<file path="src/logic/umi_map.svh">
// Operation
// - frame: start, chars, marker, parity, stops
// - parity after marker, marker in parity
// - LSB first, format from serial mode
// - sent marker from marker select bit
// - powered multiproc idle line drives high
// - buffer write starts frame when enabled
// - framing bits added by hardware
// - buffer to shifter, chain or idle
// - late marker change may hit waiting data
// - receiver waits start, samples at rate
// - address frame: irq, buffer, address flag
// - filter cleared drops data frames silently
// - infrared: 7 or 8 bits from char length bit, no parity, 1 stop
// - rate from divider and clock select
// - receive errors readable in status
// - receiver checks only one stop bit
// - split bit separates error interrupt
`ifndef UMI_MAP_SVH
`define UMI_MAP_SVH
`define UMI_A_MODE      3'h0
`define UMI_A_RXSTAT    3'h1
`define UMI_A_TXSTAT    3'h2
`define UMI_A_BUF       3'h3
`define UMI_A_CLKSEL    3'h4
`define UMI_A_BAUD      3'h5
`define UMI_A_XFER      3'h6
`define UMI_M_POWER     7
`define UMI_M_TXE       6
`define UMI_M_RXE       5
`define UMI_M_PAR_HI    4
`define UMI_M_PAR_LO    3
`define UMI_M_CHAR8     2
`define UMI_M_STOP2     1
`define UMI_M_SPLIT     0
`define UMI_X_IR        7
`define UMI_X_MP        6
`define UMI_X_FILT      1
`define UMI_X_MARK      0
`define UMI_C_PW_HI     3
`define UMI_C_PS_HI     6
`define UMI_C_PS_LO     4
`define UMI_PAR_NONE    2'h0
`define UMI_PAR_ZERO    2'h1
`define UMI_PAR_ODD     2'h2
`define UMI_PAR_EVEN    2'h3
`define UMI_RST_REG     8'h00
`define UMI_MIN_PERIOD  8'h02
`endif

</file>
<file path="src/logic/umi_pkg.sv">
package umi_pkg;
   typedef enum logic [2:0] {
      ST_IDLE,
      ST_START,
      ST_DATA,
      ST_MARK,
      ST_PAR,
      ST_STOP
   } umi_frame_t;
endpackage : umi_pkg

</file>
<file path="src/logic/umi_baud.sv">
`timescale 1ns/1ps
// prescaled base tick: one pulse every 2**sel clocks
module umi_baud #(
   parameter int SEL_W = 3
) (
   input  wire logic             clk_sys,
   input  wire logic             nrst,
   input  wire logic             run,
   input  wire logic [SEL_W-1:0] sel,
   output logic                  tick
);
   localparam int CNT_W = (1 << SEL_W) - 1;

   initial begin
      if (SEL_W < 1 || SEL_W > 4) begin
         $error("umi_baud: SEL_W out of range");
      end
   end

   logic [CNT_W-1:0] cnt_reg;
   logic [CNT_W-1:0] mask;

   always_comb begin
      mask = '0;
      for (int i = 0; i < CNT_W; i++) begin
         mask[i] = (i < int'(sel));
      end
   end

   always_ff @(posedge clk_sys or negedge nrst) begin
      if (!nrst) begin
         cnt_reg <= '0;
      end else if (!run) begin
         cnt_reg <= '0;
      end else begin
         cnt_reg <= cnt_reg + 1'b1;
      end
   end

   always_ff @(posedge clk_sys or negedge nrst) begin
      if (!nrst) begin
         tick <= 1'b0;
      end else begin
         tick <= run && ((cnt_reg & mask) == mask);
      end
   end
endmodule : umi_baud

</file>
<file path="src/logic/umi_top.sv">
// Added by the designer: strobed register access and the address map.
`timescale 1ns/1ps
`include "umi_map.svh"
module umi_top #(
   parameter int DATA_W = 8
) (
   input  wire logic       clk_sys,
   input  wire logic       nrst,
   input  wire logic [2:0] addr,
   input  wire logic [7:0] wr_data,
   input  wire logic       wr_en,
   input  wire logic       rd_en,
   output logic [7:0]      rd_data,
   input  wire logic       serial_in_pin,
   output logic            serial_out_pin,
   output logic            rx_done_irq,
   output logic            rx_error_irq
);
   initial begin
      if (DATA_W != 8) begin
         $error("umi_top: only 8-bit characters supported");
      end
   end

   logic [7:0] serial_mode_reg;
   logic [7:0] transfer_mode_reg;
   logic [7:0] clock_select_reg;
   logic [7:0] baud_divider_reg;
   logic [7:0] tx_holding_buffer;
   logic [7:0] rx_holding_buffer;
   logic [3:0] rx_status_reg;
   logic       tx_buffer_full_flag;
   logic       rx_full_reg;

   logic       unit_power_bit;
   logic       transmit_enable_bit;
   logic       receive_enable_bit;
   logic       ir_mode;
   logic       mp_mode;
   logic [1:0] par_mode;
   logic [3:0] dlen;
   logic [7:0] period;
   logic [7:0] half;
   logic       tick;
   logic       tx_busy;

   function automatic logic [7:0] bit_period(input logic [7:0] d);
      return (d < `UMI_MIN_PERIOD) ? `UMI_MIN_PERIOD : d;
   endfunction : bit_period

   // parity bit value from running xor of data and marker
   function automatic logic par_bit(input logic [1:0] m, input logic acc);
      unique case (m)
         `UMI_PAR_ODD:  return ~acc;
         `UMI_PAR_EVEN: return acc;
         default:       return 1'b0;
      endcase
   endfunction : par_bit

   assign unit_power_bit      = serial_mode_reg[`UMI_M_POWER];
   assign transmit_enable_bit = serial_mode_reg[`UMI_M_TXE];
   assign receive_enable_bit  = serial_mode_reg[`UMI_M_RXE];
   assign ir_mode             = transfer_mode_reg[`UMI_X_IR];
   assign mp_mode             = transfer_mode_reg[`UMI_X_MP] && !ir_mode;
   assign par_mode            = serial_mode_reg[`UMI_M_PAR_HI:`UMI_M_PAR_LO];
   assign dlen   = serial_mode_reg[`UMI_M_CHAR8] ? 4'h8 : 4'h7;
   assign period = bit_period(baud_divider_reg);
   assign half   = {1'b0, period[7:1]};

   umi_baud #(
      .SEL_W (3)
   ) u_baud (
      .clk_sys (clk_sys),
      .nrst    (nrst),
      .run     (unit_power_bit),
      .sel     (clock_select_reg[`UMI_C_PS_HI:`UMI_C_PS_LO]),
      .tick    (tick)
   );

   // ---------------- register writes and reads
   logic wr_buf;
   logic rd_buf;
   assign wr_buf = wr_en && (addr == `UMI_A_BUF);
   assign rd_buf = rd_en && (addr == `UMI_A_BUF);

   always_ff @(posedge clk_sys or negedge nrst) begin
      if (!nrst) begin
         serial_mode_reg   <= `UMI_RST_REG;
         transfer_mode_reg <= `UMI_RST_REG;
         clock_select_reg  <= `UMI_RST_REG;
         baud_divider_reg  <= `UMI_RST_REG;
      end else if (wr_en) begin
         unique case (addr)
            `UMI_A_MODE:   serial_mode_reg   <= wr_data;
            `UMI_A_XFER:   transfer_mode_reg <= wr_data;
            `UMI_A_CLKSEL: clock_select_reg  <= wr_data;
            `UMI_A_BAUD:   baud_divider_reg  <= wr_data;
            default: begin
            end
         endcase
      end
   end

   always_ff @(posedge clk_sys or negedge nrst) begin
      if (!nrst) begin
         rd_data <= '0;
      end else if (rd_en) begin
         unique case (addr)
            `UMI_A_MODE:   rd_data <= serial_mode_reg;
            `UMI_A_RXSTAT: rd_data <= {4'h0, rx_status_reg};
            `UMI_A_TXSTAT: rd_data <= {6'h00, tx_buffer_full_flag, tx_busy};
            `UMI_A_BUF:    rd_data <= rx_holding_buffer;
            `UMI_A_CLKSEL: rd_data <= clock_select_reg;
            `UMI_A_BAUD:   rd_data <= baud_divider_reg;
            `UMI_A_XFER:   rd_data <= transfer_mode_reg;
            default:       rd_data <= 8'h00;
         endcase
      end else begin
         rd_data <= 8'h00;
      end
   end

   // ---------------- transmitter
   umi_pkg::umi_frame_t tx_st;
   logic [7:0] tx_cnt;
   logic [7:0] tx_shifter;
   logic [2:0] tx_idx;
   logic       tx_mark;
   logic       tx_acc;
   logic       tx_stop2;
   logic       tx_on;
   logic       tx_bend;
   logic       tx_free;
   logic       tx_load;
   logic       tx_level;

   assign tx_on   = unit_power_bit && transmit_enable_bit;
   assign tx_busy = (tx_st != umi_pkg::ST_IDLE);
   assign tx_bend = tick && tx_busy && (tx_cnt == period - 8'h01);
   assign tx_free = !tx_busy ||
                    (tx_bend && (tx_st == umi_pkg::ST_STOP) && !tx_stop2);
   assign tx_load = tx_on && tx_buffer_full_flag && tx_free;

   always_ff @(posedge clk_sys or negedge nrst) begin
      if (!nrst) begin
         tx_holding_buffer   <= '0;
         tx_buffer_full_flag <= 1'b0;
      end else if (wr_buf) begin
         tx_holding_buffer   <= wr_data;
         tx_buffer_full_flag <= 1'b1;
      end else if (tx_load) begin
         tx_buffer_full_flag <= 1'b0;
      end
   end

   always_ff @(posedge clk_sys or negedge nrst) begin
      if (!nrst) begin
         tx_st      <= umi_pkg::ST_IDLE;
         tx_cnt     <= '0;
         tx_shifter <= '0;
         tx_idx     <= '0;
         tx_mark    <= 1'b0;
         tx_acc     <= 1'b0;
         tx_stop2   <= 1'b0;
      end else if (!tx_on) begin
         tx_st  <= umi_pkg::ST_IDLE;
         tx_cnt <= '0;
      end else if (tx_load) begin
         tx_shifter <= tx_holding_buffer;
         tx_mark    <= transfer_mode_reg[`UMI_X_MARK];
         tx_acc     <= 1'b0;
         tx_idx     <= '0;
         tx_cnt     <= '0;
         tx_st      <= umi_pkg::ST_START;
      end else if (tx_bend) begin
         tx_cnt <= '0;
         unique case (tx_st)
            umi_pkg::ST_START: tx_st <= umi_pkg::ST_DATA;
            umi_pkg::ST_DATA: begin
               tx_acc <= tx_acc ^ tx_shifter[tx_idx];
               tx_idx <= tx_idx + 3'h1;
               if ({1'b0, tx_idx} == dlen - 4'h1) begin
                  if (mp_mode) begin
                     tx_st <= umi_pkg::ST_MARK;
                  end else if (par_mode != `UMI_PAR_NONE && !ir_mode) begin
                     tx_st <= umi_pkg::ST_PAR;
                  end else begin
                     tx_st    <= umi_pkg::ST_STOP;
                     tx_stop2 <= serial_mode_reg[`UMI_M_STOP2] && !ir_mode;
                  end
               end
            end
            umi_pkg::ST_MARK: begin
               tx_acc <= tx_acc ^ tx_mark;
               if (par_mode != `UMI_PAR_NONE) begin
                  tx_st <= umi_pkg::ST_PAR;
               end else begin
                  tx_st    <= umi_pkg::ST_STOP;
                  tx_stop2 <= serial_mode_reg[`UMI_M_STOP2];
               end
            end
            umi_pkg::ST_PAR: begin
               tx_st    <= umi_pkg::ST_STOP;
               tx_stop2 <= serial_mode_reg[`UMI_M_STOP2];
            end
            umi_pkg::ST_STOP: begin
               if (tx_stop2) begin
                  tx_stop2 <= 1'b0;
               end else begin
                  tx_st <= umi_pkg::ST_IDLE;
               end
            end
            umi_pkg::ST_IDLE: tx_st <= umi_pkg::ST_IDLE;
         endcase
      end else if (tick && tx_busy) begin
         tx_cnt <= tx_cnt + 8'h01;
      end
   end

   always_comb begin
      unique case (tx_st)
         umi_pkg::ST_START: tx_level = 1'b0;
         umi_pkg::ST_DATA:  tx_level = tx_shifter[tx_idx];
         umi_pkg::ST_MARK:  tx_level = tx_mark;
         umi_pkg::ST_PAR:   tx_level = par_bit(par_mode, tx_acc);
         default:           tx_level = 1'b1;
      endcase
   end

   // short pulse from mid-bit, width in base ticks
   logic ir_window;
   assign ir_window = (tx_cnt >= half) &&
                      (tx_cnt < half + {4'h0, clock_select_reg[`UMI_C_PW_HI:0]});

   always_ff @(posedge clk_sys or negedge nrst) begin
      if (!nrst) begin
         serial_out_pin <= 1'b1;
      end else if (!unit_power_bit) begin
         serial_out_pin <= 1'b1;
      end else if (ir_mode) begin
         serial_out_pin <= tx_busy && !tx_level && ir_window;
      end else begin
         serial_out_pin <= tx_level;
      end
   end

   // ---------------- receiver
   umi_pkg::umi_frame_t rx_st;
   logic [7:0] rx_cnt;
   logic [7:0] rx_shifter;
   logic [2:0] rx_idx;
   logic       rx_mark;
   logic       rx_acc;
   logic       rx_perr;
   logic       rx_on;
   logic       ir_seen;
   logic       rx_val;
   logic       rx_samp;
   logic       rx_end;
   logic       rx_ferr;

   assign rx_on   = unit_power_bit && receive_enable_bit;
   assign rx_val  = ir_mode ? !(ir_seen || serial_in_pin) : serial_in_pin;
   assign rx_samp = tick && (rx_st != umi_pkg::ST_IDLE) &&
                    (rx_cnt == ((rx_st == umi_pkg::ST_START) ?
                                half - 8'h01 : period - 8'h01));
   assign rx_end  = rx_samp && (rx_st == umi_pkg::ST_STOP);
   assign rx_ferr = !rx_val;

   always_ff @(posedge clk_sys or negedge nrst) begin
      if (!nrst) begin
         ir_seen <= 1'b0;
      end else if (serial_in_pin && ir_mode) begin
         ir_seen <= 1'b1;
      end else if (rx_samp || rx_st == umi_pkg::ST_IDLE) begin
         ir_seen <= 1'b0;
      end
   end

   always_ff @(posedge clk_sys or negedge nrst) begin
      if (!nrst) begin
         rx_st      <= umi_pkg::ST_IDLE;
         rx_cnt     <= '0;
         rx_shifter <= '0;
         rx_idx     <= '0;
         rx_mark    <= 1'b0;
         rx_acc     <= 1'b0;
         rx_perr    <= 1'b0;
      end else if (!rx_on) begin
         rx_st  <= umi_pkg::ST_IDLE;
         rx_cnt <= '0;
      end else if (rx_st == umi_pkg::ST_IDLE) begin
         if (ir_mode ? serial_in_pin : !serial_in_pin) begin
            rx_st      <= umi_pkg::ST_START;
            rx_cnt     <= '0;
            rx_shifter <= '0;
            rx_idx     <= '0;
            rx_mark    <= 1'b0;
            rx_acc     <= 1'b0;
            rx_perr    <= 1'b0;
         end
      end else if (rx_samp) begin
         rx_cnt <= '0;
         unique case (rx_st)
            umi_pkg::ST_START: begin
               rx_st <= rx_val ? umi_pkg::ST_IDLE : umi_pkg::ST_DATA;
            end
            umi_pkg::ST_DATA: begin
               rx_shifter[rx_idx] <= rx_val;
               rx_acc <= rx_acc ^ rx_val;
               rx_idx <= rx_idx + 3'h1;
               if ({1'b0, rx_idx} == dlen - 4'h1) begin
                  if (mp_mode) begin
                     rx_st <= umi_pkg::ST_MARK;
                  end else if (par_mode != `UMI_PAR_NONE && !ir_mode) begin
                     rx_st <= umi_pkg::ST_PAR;
                  end else begin
                     rx_st <= umi_pkg::ST_STOP;
                  end
               end
            end
            umi_pkg::ST_MARK: begin
               rx_mark <= rx_val;
               rx_acc  <= rx_acc ^ rx_val;
               rx_st   <= (par_mode != `UMI_PAR_NONE) ?
                          umi_pkg::ST_PAR : umi_pkg::ST_STOP;
            end
            umi_pkg::ST_PAR: begin
               rx_perr <= (par_mode == `UMI_PAR_ODD || par_mode == `UMI_PAR_EVEN) &&
                          (rx_val != par_bit(par_mode, rx_acc));
               rx_st   <= umi_pkg::ST_STOP;
            end
            default: rx_st <= umi_pkg::ST_IDLE;
         endcase
      end else if (tick) begin
         rx_cnt <= rx_cnt + 8'h01;
      end
   end

   // ---------------- receive completion
   logic rx_accept;
   logic rx_ovr;
   logic rx_err;

   // data frames dropped while filter cleared
   assign rx_accept = rx_end &&
                      !(mp_mode && !transfer_mode_reg[`UMI_X_FILT] && !rx_mark);
   assign rx_ovr    = rx_full_reg;
   assign rx_err    = rx_perr || rx_ferr || rx_ovr;

   always_ff @(posedge clk_sys or negedge nrst) begin
      if (!nrst) begin
         rx_holding_buffer <= '0;
         rx_status_reg     <= '0;
         rx_full_reg       <= 1'b0;
      end else if (rx_accept) begin
         rx_status_reg <= {mp_mode && rx_mark, rx_perr, rx_ferr, rx_ovr};
         if (!rx_ovr) begin
            rx_holding_buffer <= rx_shifter & (serial_mode_reg[`UMI_M_CHAR8] ?
                                               8'hff : 8'h7f);
            rx_full_reg       <= 1'b1;
         end
      end else if (rd_buf) begin
         rx_status_reg <= '0;
         rx_full_reg   <= 1'b0;
      end
   end

   always_ff @(posedge clk_sys or negedge nrst) begin
      if (!nrst) begin
         rx_done_irq  <= 1'b0;
         rx_error_irq <= 1'b0;
      end else begin
         rx_done_irq  <= rx_accept && !(rx_err && serial_mode_reg[`UMI_M_SPLIT]);
         rx_error_irq <= rx_accept && rx_err && serial_mode_reg[`UMI_M_SPLIT];
      end
   end
endmodule : umi_top

</file>
<file path="config.mk">
export PLATFORM = sky130hd
export DESIGN_NAME = umi_top
export DESIGN_NICKNAME = d
export VERILOG_FILES = /design/src/logic/umi_pkg.sv /design/src/logic/umi_baud.sv /design/src/logic/umi_top.sv
export VERILOG_INCLUDE_DIRS = /design/src /design/src/logic
export SDC_FILE = /design/constraint.sdc
export NUM_CORES = 1
export LEC_CHECK = 0
export BUFFER_PORTS_ARGS = -buffer_cell sky130_fd_sc_hd__buf_4
export CAP_MARGIN = 20
export CORE_ASPECT_RATIO = 1.25
export CORE_MARGIN = 5
export CORE_UTILIZATION = 50
export CTS_CLUSTER_DIAMETER = 150
export DETAILED_ROUTE_END_ITERATION = 10
export HOLD_SLACK_MARGIN = 0.05
export PLACE_DENSITY = 0.67
export SKIP_CTS_REPAIR_TIMING = 1
export SYNTH_ARGS = -nofsm -noshare
export SYNTH_HDL_FRONTEND = slang
export SYNTH_SLANG_ARGS = --single-unit
</file>
<file path="constraint.sdc">
create_clock -name clk_sys -period 5.39 [get_ports clk_sys]
set_clock_uncertainty 0.05 [all_clocks]
set_input_delay 0.539 -clock clk_sys [delete_from_list [all_inputs] [get_ports clk_sys]]
set_output_delay 0.539 -clock clk_sys [all_outputs]
set_load 0.05 [all_outputs]
</file>
==> run_results.csv <==
group,metric,value,unit
critical_path,crit_family,"simple AND/OR/NAND/NOR gates",
layout,fin_util,0.572,
grt,gr-usage-met2,0.357,
timing,max_freq,0.217,GHz
synthesis,synth_area_per_cell,9.83,um^2
layout,regArea,3100,um^2
pwr,ir_drop,240,uV
timing,post-route-min-period,4.62,ns
timing,period_share,0.856,
die,design.die.area,17300,um^2
grt,grt_overflow,0,
grt,met1_usage,0.288,
clock_tree,clockBufferDepth,2,
layout,final_cell_mix,"dfrtp_1 (123), nand2_1 (68), mux2_2 (58)",
synthesis,synthesis.nets,792,
die,dieWidth,119,um
drt,via_per_inst,6.12,
timing,rsz0062_at_grt,"no",
grt,grt_pass1_vias,5721,
critical_path,crit_path_end_kind,"register",
layout,layout.filler_cells,1240,
hold_path,hp-class,"in -> async",
drt,wl_per_cell,19.7,um
critical_path,r2r_start,"baud_divider_reg[4]",
timing,tightest_slew,0.961,ns
die,coreArea,14400,um^2
synthesis,synthArstFlopShare,1.00,
grt,antenna_found_initial,0,
die,io_pins,27,
drt,drt-pass1-iter-count,5,
pwr,power,3.17,mW
clock_tree,root_buffer,"clkbuf_16",
timing,fin_ws,0.774,ns
die,chipHeight,146,um
layout,syn_to_final_growth,11.8,%
clock_tree,clkLatencyLatePin,0.42,ns
layout,layout.nets,802,
critical_path,crit_end,"rx_holding_buffer[3]",
clock_tree,h-tree-depth,4,
layout,diodes,0,
clock_tree,cts_tree,"yes",
timing,hold_viol,0,
critical_path,cp-startpoint,"baud_divider_reg[4]",
clock_tree,cts.clk_slew.worst_paths,0.06,ns
synthesis,ys.flop_type,"dfrtp_1",
timing,relSlewSlack,0.358,
die,initial_core_util,0.511,
grt,grt_start_max_net_pins,68,
critical_path,path_buf_inv,1,
clock_tree,cts.sinks,124,
drt,route.detailed.drc,0,
synthesis,synthCells,749,
run,max_cap_viol_count,0,
timing,slew_viol_final,0,
synthesis,synthDominantCellAreaShare,0.418,
drt,final_antenna_net_count,0,
synthesis,synth_edf_count,0,
pwr,powerDensity,385,nW/um^2
layout,multiInputGateArea,3980,um^2
critical_path,required,5.64,ns
synthesis,yosys-top-cells-area,"dfrtp_1 (42%), mux2_2 (8.9%), ha_1 (4.4%)",
synthesis,ys_warn_count,0,
drt,vias,5812,
drt,drt-initial-drc-count,321,
pwr,p_leak,3.58,nW
synthesis,yosysTopAreaCell,"dfrtp_1",
critical_path,crit_slowest_cell,"dfrtp_1",
grt,grt_pass1_wl,30500,um
critical_path,crit_arrival,4.86,ns
critical_path,critical_path_depth,12,
critical_path,r2r_slack,0.77,ns
critical_path,cp_max_fo,15,
critical_path,cp-start-kind,"register",
place,gp_congestion,0.919,
place,detailedPlace.worstSlack,0.789,ns
grt,grtUsageMet3,0.0389,
timing,finalSetupTns,0,ns
grt,grt.total_usage,0.219,
synthesis,synth.cell_area,7370,um^2
outcome,status,"finished, final reports clean",
clock_tree,cts_buffers,17,
synthesis,yosys_register_bits,124,
critical_path,critPathKind,"reg -> reg",
place,placement.io_buffers,26,
layout,drive_gt1_frac,0.174,
drt,wirelength,18700,um
critical_path,r2r_end,"rx_holding_buffer[3]",
critical_path,path_cells,"nor4_1 -> a21boi_0 -> inv_1 -> ha_1 -> nor3b_2 -> xnor2_1 -> o311a_1 -> a31o_2 -> nor4_2 -> nand3_2 -> nor3b_4 -> mux2_2",
layout,layout_commonest_cell,"dfrtp_1",
synthesis,yosysSeqAreaShare,0.421,
synthesis,synth_cell_types,71,
grt,top_usage_layer,"met2",
place,dpl.hpwl,13300,um
critical_path,cpPeakStageDelay,0.58,ns
die,rows,49,
critical_path,r2r.worst_path.cells,12,
timing,setup_viol,0,
==> final cells by class <==
| cell class | instances | share of cell area |
|---|---|---|
| clock inverters | 14 | 0.0194 |
| inverters | 34 | 0.0155 |
| multi-input cells | 553 | 0.483 |
| repair buffers | 29 | 0.0264 |
| flip-flops and latches | 124 | 0.377 |
| well taps | 178 | 0.0270 |
| clock buffers | 18 | 0.0521 |
==> layer usage <==
metal	up-vias	wire length [um]
li1	2711	-
met1	2849	7880
met3	50	791
met5	-	0
met4	0	654
met2	202	9380
==> synth_stat cells, types with 5 or more instances <==
master,n
a21boi_0,6
o21ai_0,30
nor4_1,9
clkbuf_1,25
mux2_2,58
nand2_1,68
a211oi_1,5
a21o_1,12
a22oi_1,7
nand3_1,24
and3_1,9
ha_1,26
buf_2,8
nand2b_1,7
a21oi_1,31
a31oi_1,6
nand4_1,6
xor2_1,18
xnor2_1,23
o21a_1,6
nor3_1,13
o211ai_1,7
mux2i_1,23
nand3b_1,5
inv_1,34
nor2b_1,16
or3_1,7
and2_1,9
dfrtp_1,123
nor2_1,55
==> cells by family after synthesis <==
| kind of cell | Yosys count | share of synthesized area |
|---|---|---|
| AO/OA/AOI/OAI | 153 | 0.144 |
| XOR/XNOR | 41 | 0.0488 |
| adder cells (fa/ha/maj) | 27 | 0.0469 |
| buffers and inverters | 72 | 0.0396 |
| flip-flops | 124 | 0.421 |
| multiplexers | 83 | 0.126 |
| AND/OR/NAND/NOR | 249 | 0.173 |
==> how the worst min path moves through the flow <==
stage,to,slack (ns),cells after the start
6_report,rx_cnt[1],0.13,1
5_1_grt,rx_cnt[2],0.19,1
4_1_cts,rx_cnt[5],0.16,1
3_5_place_dp,tx_shifter[7],0.44,1
3_3_place_gp,tx_shifter[0],0.43,1
2_1_floorplan,baud_divider_reg[0],0.19,0
==> where the power goes <==
| part | switching (mW) | internal (mW) | total (mW) |
|---|---|---|---|
| combinational | 0.454 | 0.343 | 0.796 |
| clock | 0.446 | 0.691 | 1.14 |
| sequential | 0.177 | 1.06 | 1.24 |
| total | 1.08 | 2.10 | 3.17 |
==> per-stage QoR <==
stage	cells	instance area (um^2)	hold slack (ns)
after global routing	950	8240	0.189
after detailed placement	918	7650	0.440
after floorplan	749	7370	0.193
final	950	8240	0.132
after global placement	918	7650	0.434
after CTS	950	8240	0.157
Note: power is estimated with default switching activity, not from simulation.
